===== src/core/psu_regs_defines.svh =====
// Offsets, field positions, widths and reset values of the supply registers
`ifndef PSU_REGS_DEFINES_SVH
`define PSU_REGS_DEFINES_SVH

`define OFS_STATUS        8'h30
`define OFS_CORE_LEVEL    8'h34
`define OFS_PLL_LEVEL     8'h40
`define OFS_IRQ_STATUS    8'h44
`define OFS_IRQ_MASK      8'h48

`define BIT_OSC_STABLE    24
`define BIT_PLL_GOOD      19
`define BIT_CORE_GOOD     16
`define BIT_ANA_ILIM      9
`define BIT_CORE_ILIM     8
`define BIT_ANA_SOFT      1
`define BIT_CORE_SOFT     0

`define STATUS_MASK       32'h0109_0303
`define CORE_LEVEL_W      7
`define PLL_LEVEL_W       3
`define CORE_LEVEL_MAX    7'h46
`define CORE_LEVEL_RST    7'h28
`define PLL_LEVEL_RST     3'h4
`define IRQ_MASK_RST      32'h0000_0000

`endif


===== src/core/psu_regs_pkg.sv =====
// Types shared by the supply register bank
package psu_regs_pkg;
    typedef struct packed {
        logic osc_stable;
        logic pll_rail_good;
        logic core_rail_good;
        logic analogue_buck_converter_ilim;
        logic core_buck_converter_ilim;
        logic analogue_buck_converter_soft;
        logic core_buck_converter_soft;
    } supply_flags_type;

    typedef struct packed {
        logic       read;
        logic       write;
        logic [7:0] address;
        logic [31:0] writedata;
    } avmm_req_type;

    typedef enum logic [1:0] {
        BUS_IDLE,
        BUS_DONE
    } bus_state_type;
endpackage : psu_regs_pkg


===== src/core/flag_sync.sv =====
// Two-stage synchroniser for the asynchronous supply status flags
`timescale 1ns/1ps
`default_nettype none
module flag_sync
    import psu_regs_pkg::*;
(
    input  wire logic             i_clk_sys,
    input  wire logic             i_resetn,
    input  wire supply_flags_type i_flags,
    output var  supply_flags_type o_flags
);
    supply_flags_type meta_ff;
    supply_flags_type sync_ff;

    // First stage feeds only the second stage
    always_ff @(posedge i_clk_sys or negedge i_resetn) begin
        if (!i_resetn) begin
            meta_ff <= '0;
            sync_ff <= '0;
        end else begin
            meta_ff <= i_flags;
            sync_ff <= meta_ff;
        end
    end

    assign o_flags = sync_ff;
endmodule : flag_sync
`default_nettype wire


===== src/core/strap_capture.sv =====
// Synchronises the mode straps and marks when they have settled after reset release
`timescale 1ns/1ps
`default_nettype none
module strap_capture (
    input  wire logic       i_clk_sys,
    input  wire logic       i_resetn,
    input  wire logic [3:0] i_mode_strap,
    output logic [3:0]      o_strap,
    output logic            o_strap_valid
);
    logic [3:0] meta_ff;
    logic [3:0] sync_ff;
    logic [1:0] wait_ff;

    // Synchroniser, then a short wait before the straps count as settled
    always_ff @(posedge i_clk_sys or negedge i_resetn) begin
        if (!i_resetn) begin
            meta_ff <= 4'h0;
            sync_ff <= 4'h0;
            wait_ff <= 2'h0;
        end else begin
            meta_ff <= i_mode_strap;
            sync_ff <= meta_ff;
            if (wait_ff != 2'h3) begin
                wait_ff <= wait_ff + 2'h1;
            end
        end
    end

    // Valid for one cycle exactly when the synchronised straps are fresh
    assign o_strap       = sync_ff;
    assign o_strap_valid = (wait_ff == 2'h2);
endmodule : strap_capture
`default_nettype wire


===== src/core/power_supply_status_level_regs.sv =====
// Supply status and level registers on an Avalon-MM slave with interrupt
`timescale 1ns/1ps
`default_nettype none
`include "psu_regs_defines.svh"

////////////////////////////////////////////////////////////////////////////////
module power_supply_status_level_regs
    import psu_regs_pkg::*;
(
    input  wire logic             i_clk_sys,
    input  wire logic             i_resetn,
    input  wire logic [7:0]       i_avs_address,
    input  wire logic             i_avs_read,
    input  wire logic             i_avs_write,
    input  wire logic [31:0]      i_avs_writedata,
    input  wire logic [3:0]       i_avs_byteenable,
    output logic [31:0]           o_avs_readdata,
    output logic                  o_avs_waitrequest,
    input  wire supply_flags_type i_supply_flags,
    input  wire logic [3:0]       i_mode_strap,
    output logic [6:0]            o_core_rail_level,
    output logic [2:0]            o_pll_rail_level,
    output logic                  o_irq
);
    supply_flags_type flags;
    supply_flags_type flags_d_ff;
    logic [3:0]       strap;
    logic             strap_valid;
    bus_state_type    bus_ff;
    logic [31:0]      readdata_ff;
    logic [6:0]       core_level_ff;
    logic [2:0]       pll_level_ff;
    logic [31:0]      irq_status_ff;
    logic [31:0]      irq_mask_ff;
    logic [31:0]      status_word;
    logic [31:0]      rise_events;
    logic             wr_take;
    logic             rd_take;

    ////////////////////////////////////////////////////////////////////////////
    // Pack flags into the documented layout; everything else is zero
    function automatic logic [31:0] pack_status(input supply_flags_type f);
        logic [31:0] w;
        w = 32'h0000_0000;
        w[`BIT_OSC_STABLE] = f.osc_stable;
        w[`BIT_PLL_GOOD]   = f.pll_rail_good;
        w[`BIT_CORE_GOOD]  = f.core_rail_good;
        w[`BIT_ANA_ILIM]   = f.analogue_buck_converter_ilim;
        w[`BIT_CORE_ILIM]  = f.core_buck_converter_ilim;
        w[`BIT_ANA_SOFT]   = f.analogue_buck_converter_soft;
        w[`BIT_CORE_SOFT]  = f.core_buck_converter_soft;
        return w;
    endfunction : pack_status

    // Core default from straps, clamped into the defined code range
    function automatic logic [6:0] core_default(input logic [3:0] s);
        logic [6:0] c;
        c = `CORE_LEVEL_RST + {1'b0, s[1:0], 4'h0};
        if (c > `CORE_LEVEL_MAX) begin
            c = `CORE_LEVEL_MAX;
        end
        return c;
    endfunction : core_default

    // Codes beyond 70 are undefined, so writes above saturate
    function automatic logic [6:0] core_clamp(input logic [6:0] c);
        return (c > `CORE_LEVEL_MAX) ? `CORE_LEVEL_MAX : c;
    endfunction : core_clamp

    ////////////////////////////////////////////////////////////////////////////
    flag_sync u_flag_sync (
        .i_clk_sys (i_clk_sys),
        .i_resetn  (i_resetn),
        .i_flags   (i_supply_flags),
        .o_flags   (flags)
    );

    strap_capture u_strap_capture (
        .i_clk_sys     (i_clk_sys),
        .i_resetn      (i_resetn),
        .i_mode_strap  (i_mode_strap),
        .o_strap       (strap),
        .o_strap_valid (strap_valid)
    );

    assign status_word = pack_status(flags);

    ////////////////////////////////////////////////////////////////////////////
    // Bus handshake: one wait cycle, answer on the second edge
    assign wr_take = i_avs_write && (bus_ff == BUS_IDLE);
    assign rd_take = i_avs_read && (bus_ff == BUS_IDLE);
    assign o_avs_waitrequest = (i_avs_read || i_avs_write)
                             && (bus_ff == BUS_IDLE);

    always_ff @(posedge i_clk_sys or negedge i_resetn) begin
        if (!i_resetn) begin
            bus_ff <= BUS_IDLE;
        end else begin
            case (bus_ff)
                BUS_IDLE: begin
                    if (i_avs_read || i_avs_write) begin
                        bus_ff <= BUS_DONE;
                    end
                end
                BUS_DONE: bus_ff <= BUS_IDLE;
                default:  bus_ff <= BUS_IDLE;
            endcase
        end
    end

    // Read mux registered in the wait cycle; unmapped offsets read zero
    always_ff @(posedge i_clk_sys or negedge i_resetn) begin
        if (!i_resetn) begin
            readdata_ff <= 32'h0000_0000;
        end else if (rd_take) begin
            case (i_avs_address)
                `OFS_STATUS:     readdata_ff <= status_word;
                `OFS_CORE_LEVEL: readdata_ff <= {25'h0, core_level_ff};
                `OFS_PLL_LEVEL:  readdata_ff <= {29'h0, pll_level_ff};
                `OFS_IRQ_STATUS: readdata_ff <= irq_status_ff;
                `OFS_IRQ_MASK:   readdata_ff <= irq_mask_ff;
                default:         readdata_ff <= 32'h0000_0000;
            endcase
        end
    end
    assign o_avs_readdata = readdata_ff;

    ////////////////////////////////////////////////////////////////////////////
    // Level registers; strap defaults loaded once after reset release
    always_ff @(posedge i_clk_sys or negedge i_resetn) begin
        if (!i_resetn) begin
            core_level_ff <= `CORE_LEVEL_RST;
            pll_level_ff  <= `PLL_LEVEL_RST;
        end else if (strap_valid) begin
            core_level_ff <= core_default(strap);
            pll_level_ff  <= `PLL_LEVEL_RST + {1'b0, strap[3:2]};
        end else if (wr_take) begin
            // Ramp pacing is software's job; hardware applies at once
            if (i_avs_address == `OFS_CORE_LEVEL && i_avs_byteenable[0]) begin
                core_level_ff <= core_clamp(i_avs_writedata[6:0]);
            end
            if (i_avs_address == `OFS_PLL_LEVEL && i_avs_byteenable[0]) begin
                pll_level_ff <= i_avs_writedata[2:0];
            end
        end
    end
    assign o_core_rail_level = core_level_ff;
    assign o_pll_rail_level  = pll_level_ff;

    ////////////////////////////////////////////////////////////////////////////
    // Any change of a status flag is an event; set wins over clear
    always_ff @(posedge i_clk_sys or negedge i_resetn) begin
        if (!i_resetn) begin
            flags_d_ff <= '0;
        end else begin
            flags_d_ff <= flags;
        end
    end
    assign rise_events = status_word ^ pack_status(flags_d_ff);

    always_ff @(posedge i_clk_sys or negedge i_resetn) begin
        if (!i_resetn) begin
            irq_status_ff <= 32'h0000_0000;
        end else begin
            logic [31:0] clr;
            clr = 32'h0000_0000;
            if (wr_take && i_avs_address == `OFS_IRQ_STATUS) begin
                clr = i_avs_writedata;
            end
            irq_status_ff <= ((irq_status_ff & ~clr) | rise_events)
                           & `STATUS_MASK;
        end
    end

    always_ff @(posedge i_clk_sys or negedge i_resetn) begin
        if (!i_resetn) begin
            irq_mask_ff <= `IRQ_MASK_RST;
        end else if (wr_take && i_avs_address == `OFS_IRQ_MASK) begin
            irq_mask_ff <= i_avs_writedata & `STATUS_MASK;
        end
    end

    // Level interrupt from registered state only
    assign o_irq = |(irq_status_ff & irq_mask_ff);

    ////////////////////////////////////////////////////////////////////////////
    // Assertions
    // Status bits are compared with the flags one edge back, because the
    // read mux captures the word in the wait cycle, not at completion

    a_osc_bit_map: assert property (
        @(posedge i_clk_sys) disable iff (!i_resetn)
        rd_take && i_avs_address == `OFS_STATUS |=>
        o_avs_readdata[24] == $past(flags.osc_stable))
        else $error("oscillator bit wrong");
    a_pll_good_map: assert property (
        @(posedge i_clk_sys) disable iff (!i_resetn)
        rd_take && i_avs_address == `OFS_STATUS |=>
        o_avs_readdata[19] == $past(flags.pll_rail_good))
        else $error("pll good bit wrong");
    a_core_good_map: assert property (
        @(posedge i_clk_sys) disable iff (!i_resetn)
        rd_take && i_avs_address == `OFS_STATUS |=>
        o_avs_readdata[16] == $past(flags.core_rail_good))
        else $error("core good bit wrong");
    a_ilim_bits_map: assert property (
        @(posedge i_clk_sys) disable iff (!i_resetn)
        rd_take && i_avs_address == `OFS_STATUS |=>
        o_avs_readdata[9:8] == $past({flags.analogue_buck_converter_ilim,
                                      flags.core_buck_converter_ilim}))
        else $error("current limit bits wrong");
    a_soft_bits_map: assert property (
        @(posedge i_clk_sys) disable iff (!i_resetn)
        rd_take && i_avs_address == `OFS_STATUS |=>
        o_avs_readdata[1:0] == $past({flags.analogue_buck_converter_soft,
                                      flags.core_buck_converter_soft}))
        else $error("soft start bits wrong");
    a_reserved_zero: assert property (
        @(posedge i_clk_sys) disable iff (!i_resetn)
        rd_take && i_avs_address == `OFS_STATUS |=>
        (o_avs_readdata & ~`STATUS_MASK) == 32'h0000_0000)
        else $error("reserved status bits set");
    a_level_read_zero: assert property (
        @(posedge i_clk_sys) disable iff (!i_resetn)
        rd_take && (i_avs_address == `OFS_CORE_LEVEL
                    || i_avs_address == `OFS_PLL_LEVEL) |=>
        o_avs_readdata[31:7] == 25'h0)
        else $error("reserved level bits set");

    // Level registers: range, writes, PLL strap default and holding
    a_core_level_max: assert property (
        @(posedge i_clk_sys) disable iff (!i_resetn)
        core_level_ff <= `CORE_LEVEL_MAX)
        else $error("core level above 70");
    a_core_write_ok: assert property (
        @(posedge i_clk_sys) disable iff (!i_resetn)
        wr_take && !strap_valid && i_avs_byteenable[0]
        && i_avs_address == `OFS_CORE_LEVEL |=>
        core_level_ff == core_clamp($past(i_avs_writedata[6:0])))
        else $error("core level write lost");
    a_pll_write_ok: assert property (
        @(posedge i_clk_sys) disable iff (!i_resetn)
        wr_take && !strap_valid && i_avs_byteenable[0]
        && i_avs_address == `OFS_PLL_LEVEL |=>
        pll_level_ff == $past(i_avs_writedata[2:0]))
        else $error("pll level write lost");
    a_strap_default: assert property (
        @(posedge i_clk_sys) disable iff (!i_resetn)
        strap_valid |=>
        pll_level_ff == `PLL_LEVEL_RST + {1'b0, $past(strap[3:2])})
        else $error("strap default not loaded");
    // Without a write or a strap load the levels must not drift
    a_core_level_hold: assert property (
        @(posedge i_clk_sys) disable iff (!i_resetn)
        !strap_valid && !(wr_take && i_avs_address == `OFS_CORE_LEVEL) |=>
        $stable(core_level_ff))
        else $error("core level changed unasked");
    a_pll_level_hold: assert property (
        @(posedge i_clk_sys) disable iff (!i_resetn)
        !strap_valid && !(wr_take && i_avs_address == `OFS_PLL_LEVEL) |=>
        $stable(pll_level_ff))
        else $error("pll level changed unasked");

    // Handshake: exactly one wait cycle for every taken request
    a_wait_one_cycle: assert property (
        @(posedge i_clk_sys) disable iff (!i_resetn)
        rd_take || wr_take |-> o_avs_waitrequest ##1 !o_avs_waitrequest)
        else $error("wait cycle count wrong");

    // Interrupt status: events always land, write-one clears otherwise
    a_event_sets_bit: assert property (
        @(posedge i_clk_sys) disable iff (!i_resetn)
        |rise_events |=>
        (irq_status_ff & $past(rise_events) & `STATUS_MASK)
        == ($past(rise_events) & `STATUS_MASK))
        else $error("flag event lost");
    a_irq_clear_ok: assert property (
        @(posedge i_clk_sys) disable iff (!i_resetn)
        wr_take && i_avs_address == `OFS_IRQ_STATUS
        && rise_events == 32'h0000_0000 |=>
        (irq_status_ff & $past(i_avs_writedata)) == 32'h0000_0000)
        else $error("interrupt clear ignored");

    c_status_read: cover property (
        @(posedge i_clk_sys) disable iff (!i_resetn)
        rd_take && i_avs_address == `OFS_STATUS);
    c_core_write: cover property (
        @(posedge i_clk_sys) disable iff (!i_resetn)
        wr_take && i_avs_address == `OFS_CORE_LEVEL);
    c_pll_write: cover property (
        @(posedge i_clk_sys) disable iff (!i_resetn)
        wr_take && i_avs_address == `OFS_PLL_LEVEL);
    c_irq_clear: cover property (
        @(posedge i_clk_sys) disable iff (!i_resetn)
        wr_take && i_avs_address == `OFS_IRQ_STATUS);
    c_irq_raise: cover property (
        @(posedge i_clk_sys) disable iff (!i_resetn)
        $rose(o_irq));
endmodule : power_supply_status_level_regs
`default_nettype wire


===== config.mk =====
export PLATFORM = sky130hd
export DESIGN_NAME = power_supply_status_level_regs
export DESIGN_NICKNAME = d
export VERILOG_FILES = /design/src/core/psu_regs_pkg.sv /design/src/core/flag_sync.sv /design/src/core/strap_capture.sv /design/src/core/power_supply_status_level_regs.sv
export VERILOG_INCLUDE_DIRS = /design/src /design/src/core
export SDC_FILE = /design/constraint.sdc
export NUM_CORES = 1
export LEC_CHECK = 0
export ABC_AREA = 1
export BUFFER_PORTS_ARGS = -buffer_cell sky130_fd_sc_hd__buf_2
export CAP_MARGIN = 10
export CORE_UTILIZATION = 52
export CTS_BUF_LIST = sky130_fd_sc_hd__clkbuf_2
export CTS_CLUSTER_SIZE = 30
export DETAILED_ROUTE_END_ITERATION = 12
export GPL_ROUTABILITY_DRIVEN = 0
export PLACE_DENSITY = 0.82
export SETUP_SLACK_MARGIN = 0.05
export SLEW_MARGIN = 10
export SYNTH_ARGS = -nofsm -noshare
export SYNTH_HDL_FRONTEND = slang
export SYNTH_SLANG_ARGS = --single-unit

===== constraint.sdc =====
create_clock -name i_clk_sys -period 1.7 [get_ports i_clk_sys]
set_input_delay 0.34 -clock i_clk_sys [delete_from_list [all_inputs] [get_ports i_clk_sys]]
set_output_delay 0.34 -clock i_clk_sys [all_outputs]
set_load 0.01 [all_outputs]

# Word level (Yosys, flattened, before mapping)
# Cells that the tools add are included.
dict set report word_totals {
  reg_bits 89
  in_bits 59
  output_inout_bits 44
  elab_cells 75
}
dict set report op_classes {
  add_sub_neg 3
  n_lt_le_gt_ge 2
  eq_ne 8
  mux 12
  bitwise 5
  reduce_logical 15
}
# operator count
set ops {}
lappend ops {{$pmux W25 S5} 1}
lappend ops {{$and A25 B25 Y25} 2}
lappend ops {{$mux W7} 5}
lappend ops {{$reduce_or A32 Y1} 1}
lappend ops {{$mux W25} 1}
lappend ops {{$not A25 Y25} 1}
lappend ops {{$or A25 B25 Y25} 1}
lappend ops {{$xor A25 B25 Y25} 1}
lappend ops {{$eq A8 B7 Y1 const B} 3}
lappend ops {{$eq A8 B6 Y1 const B} 2}
lappend ops {{$gt A7 B7 Y1 const B} 2}
lappend ops {{$mux W3} 3}
lappend ops {{$add A6 B6 Y7 const A} 1}
lappend ops {{$logic_and A1 B1 Y1} 7}
lappend ops {{$reduce_bool A2 Y1} 3}
lappend ops {{$mux W2} 2}
lappend ops {{$reduce_and A2 Y1} 2}
lappend ops {{$add A3 B2 Y3 const A} 1}
lappend ops {{$add A2 B1 Y2 const B} 1}
lappend ops {{$eq A2 B2 Y1 const B} 1}
lappend ops {{$logic_not A2 Y1} 1}
lappend ops {{$ne A2 B1 Y1 const B} 1}
lappend ops {{$ne A2 B2 Y1 const B} 1}
lappend ops {{$logic_or A1 B1 Y1} 1}

# Longest topological paths before layout
dict set report depth {
  ltp_word 7
  depth_mapped 9
  ltp_nobuf 8
}

# Cells and area by module
# A second synthesis with hierarchy kept.
dict set report unflattened {
  cells_unflattened 330
  hier_area_um2 2995.4
}
# module instances cells_per_inst area_each_um2 seq_area_each_um2
set modules_own_cells {}
lappend modules_own_cells {power_supply_status_level_regs 1 297 2342.2 1104.8}
lappend modules_own_cells {flag_sync 1 14 350.3 350.3}
lappend modules_own_cells {strap_capture 1 19 302.8 250.2}

# Least setup slack after synthesis
# OpenSTA, ideal clock, no wires.
dict set report synth_path {
  path_type {reg2reg}
  startpoint {register u_strap_capture.wait_ff[0]}
  endpoint {register core_level_ff[6] (netlist: o_core_rail_level[6])}
  setup_ps 74
  arrival_time_ps 1242
  t_required_ps 1626
  slack_ps 384
  path_stages_with_launch 9
  path_buffers 1
  synth_period_minus_slack_ps 1316
  cell_sequence {dfrtp_1 > inv_1 > ha_1 > buf_2 > inv_1 > nor2_1 > inv_1 > nand2_1 > o21ai_2}
}
dict set report synth_via {
  elab_chain_len 3
  elab_cells_between_ends 5
  cone_classes {eq/ne: 1; mux: 1; reduce/logical: 3}
}
# element line
set synth_rtl {}
lappend synth_rtl {{start, declared} strap_capture.sv:13} ;# logic [1:0] wait_ff;
lappend synth_rtl {{start signal, assigned} strap_capture.sv:25} ;# wait_ff <= wait_ff + 2'h1;
lappend synth_rtl {{$eq A2 B2 Y1 *} strap_capture.sv:32} ;# assign o_strap_valid = (wait_ff == 2'h2);
lappend synth_rtl {{$reduce_bool A2 Y1 (no source line)} n/a}
lappend synth_rtl {{$reduce_and A2 Y1 (no source line)} n/a}
lappend synth_rtl {{end signal, assigned} power_supply_status_level_regs.sv:132} ;# core_level_ff <= `CORE_LEVEL_RST;
lappend synth_rtl {{end signal, assigned} power_supply_status_level_regs.sv:135} ;# core_level_ff <= core_default(strap);
lappend synth_rtl {{end signal, assigned} power_supply_status_level_regs.sv:140} ;# core_level_ff <= core_clamp(i_avs_writedata[6:0]);
lappend synth_rtl {{end, declared} power_supply_status_level_regs.sv:31} ;# logic [6:0] core_level_ff;
# Mark *: on every way between the ends. The rest lies on a longest branch, timed or not.
# A chain may end at the register's enable or synchronous reset.

# Worst setup path after layout
dict set report layout_path {
  startpoint {register irq_mask_ff[9]}
  endpoint {output port o_irq}
}
dict set report layout_via {
  elab_chain_len 2
}
# element line
set layout_rtl {}
lappend layout_rtl {{start, declared} power_supply_status_level_regs.sv:34} ;# logic [31:0] irq_mask_ff;
lappend layout_rtl {{start signal, assigned} power_supply_status_level_regs.sv:177} ;# irq_mask_ff <= `IRQ_MASK_RST;
lappend layout_rtl {{start signal, assigned} power_supply_status_level_regs.sv:179} ;# irq_mask_ff <= i_avs_writedata & `STATUS_MASK;
lappend layout_rtl {{$and A25 B25 Y25} power_supply_status_level_regs.sv:184} ;# assign o_irq = |(irq_status_ff & irq_mask_ff);
lappend layout_rtl {{$reduce_or A32 Y1} power_supply_status_level_regs.sv:184}
lappend layout_rtl {{end, declared} power_supply_status_level_regs.sv:23} ;# output logic o_irq
# No other way between the ends.

==> results.toml <==
[cts]
cts_tree = "built"
htreeDepth = 3
clk_pin_slew_worst_paths_ns = 0.19
clk_latency_ns = 0.49
numClockSinks = 68
cts.root.buffer_cell = "clkbuf_2"
clockBufferDepth = 2
cts_buffers = 9

[floorplanning]
fp.dieArea_sq_um = 6310
dieWidth_um = 79.4
start_util = 0.553
fp-row-count = 27
core_sq_um = 5640
ios = 103
die_h_um = 79.4

[global_route]
antenna_found_initial = 0
grt_max_degree = 26
gr-total-overflow = 0
first_global_vias = 2212
track_usage = 0.207
grt_pass1_wl_um = 9780

[route]
top_layer = "met4"
drt_pass1_iterations = 4
num_vias = 2391
ant_nets = 0
first_iter_violations = 183
drcViolationCount = 0
wl_per_cell_um = 11.8
via_per_inst = 4.79
route.met3.wl_um = 432
wl_met1_um = 2590
drt_wl_total_um = 5880
wl_met2_um = 2740

[timing]
finalMaxSlewViolations = 0
clock.fmax_mhz = 561
setup_tns_ns = -0.0841
setup_slack_ns = -0.0841
setup_viol = 1
rsz0062_at_grt = "yes"
hold_viol_final = 0
fin_crit_sh = 1.05
min_period_ns = 1.78
finClkSkew_ns = 0.0316

[logic_synthesis]
netlist_instances = 325
synth_top_area_share = 0.522
synth.avg_cell_area_sq_um = 9.59
ys_types = 33
yosys_warnings = 0
ys.flop_type = "dfrtp_1"
synth_seq_cells = 68
synth_top_area_cell = "dfrtp_1"
yosysSeqAreaShare = 0.547
netlist_area_sq_um = 3120
ys_async_sr_fraction = 1.00
synth-edff-count = 0
synth.area.top_cells = "dfrtp_1 52%, nand2_1 11%, nand3_1 7.9%"

[layout]
finalNonFillerCells = 499
drive_gt1_frac = 0.319
finish.utilization = 0.664
final_common_cell = "nand2_1"
n_antenna_cell = 0
syn2layout_area_growth_pct = 20.2
most-common-layout-cells = "90 x nand2_1, 65 x dfrtp_1, 59 x buf_2"
fillCellCount = 455
nets = 483

[placed_design]
dp_hpwl_um = 4210
port_buffers = 59
dp.cells = 458

[worst_setup_path]
criticalPathCategory = "register to output pin"
cp-start-kind = "register"
cp_max_fo = 2
critPathRequiredTime_ns = 1.36
worstSetupEndpointType = "output pin"
cp.arrival_ns = 1.44

[power_and_ir_drop]
peakVddDrop_mv = 0.560
power.density_nw_per_um2 = 751
power_leakage_uw = 0.00199

[flow_run]
maxCapViolCount = 0

[outcome]
status = "finished, violations left"
violations = "negative setup slack"

[min_path]
min_path_type = "primary input to register"
==> per-stage QoR <==
step                      setup slack, ns  power (uW)  cell area [sq um]  hold WS (ns)
after detailed placement            0.287        2080               3430         0.257
after global placement              0.316        2070               3430         0.258
after floorplan                     0.384        1960               3190        0.0444
after CTS                          -0.116        2830               3700        0.0385
after global routing               -0.183        2970               3750        0.0296
final                             -0.0841        2820               3750        0.0704
==> layer usage <==
metal | vias up | global-route usage
met3 | 13 | 0.0526
met2 | 94 | 0.326
met1 | 1092 | 0.258
met5 | - | 0
met4 | 0 | 0.115
li1 | 1192 | -
==> layout make-up <==
type	count	area (sq um)	area share
Sequential cell	68	1710	0.455
Multi-Input combinational cell	222	1160	0.310
Timing Repair Buffer	96	616	0.164
Inverter	25	96.3	0.0257
Tap cell	72	90.1	0.0240
Clock buffer	12	60.1	0.0160
Clock inverter	4	18.8	0.00501
==> registers in the layout, indices dropped and copies added (netlist names) <==
register and cells:
irq_status_ff 7, u_strap_capture.wait_ff 2, u_strap_capture.o_strap 4, u_flag_sync.meta_ff 7, bus_ff 1, u_strap_capture.meta_ff 4, o_core_rail_level 7, u_flag_sync.o_flags 7
o_avs_readdata 12, o_pll_rail_level 3, irq_mask_ff 7, flags_d_ff 7
==> path summary, 6_finish.rpt <==
kind,startpoint,end,slack [ns],cells past startpoint
setup / recovery,irq_mask_ff[9]$_DFFE_PN0P_,o_irq,-0.08,4
hold / removal,i_avs_writedata[24],irq_mask_ff[24]$_DFFE_PN0P_,0.07,3
setup reg to reg,u_strap_capture.wait_ff[0]$_DFFE_PN0P_,o_core_rail_level[6]$_DFFE_PN0P_,0.36,7
hold reg to reg,u_flag_sync.meta_ff[4]$_DFF_PN0_,u_flag_sync.o_flags[4]$_DFF_PN0_,0.34,0
max in group asynchronous,i_resetn,o_avs_readdata[8]$_DFFE_PN0P_,0.91,3
min in group asynchronous,i_resetn,u_flag_sync.o_flags[4]$_DFF_PN0_,0.25,2
==> where the power goes <==
group,total (uW),internal (uW),leakage [uW],switching (uW)
sequential,1720,1690,0.000806,37.8
combinational,372,158,0.00113,214
clock,720,200,0.0000631,520
==> cells in the mapped netlist, drive strengths merged, types with 2 or more instances <==
cell type and n:
nand2 97, dfrtp 65, nand3 52, buf 28
inv 25, nor2 24, o21ai 9, xnor2 6
dfstp 3, a21o 2, a21oi 2, ha 2
nand4 2, xor2 2
==> critical path: stages, from the launching register on <==
cell and delay, ns:
dfrtp_1 0.42, a22o_1 0.24, a21oi_2 0.11, nand2_1 0.07, buf_2 0.14
==> cells by family (layout without fill, tap and decap cells) <==
group,Yosys count,in the layout,synth area share
compound gates,16,16,0.0397
xor+xnor,8,8,0.0225
fa+ha+maj,2,2,0.00802
buf+inv,54,137,0.110
flops,68,68,0.547
other cells,1,20,0.00120
simple gates,176,176,0.271
==> repair_timing <==
action                                  in CTS  in global routing
setup buffers                                7                  6
resized for setup                            5                  0
pin swaps                                    5                  1
endpoints found under the setup margin       2                  2
endpoints found under the hold margin       24                  0
hold buffers                                12                  0
Power figures use the tool's default switching activity.
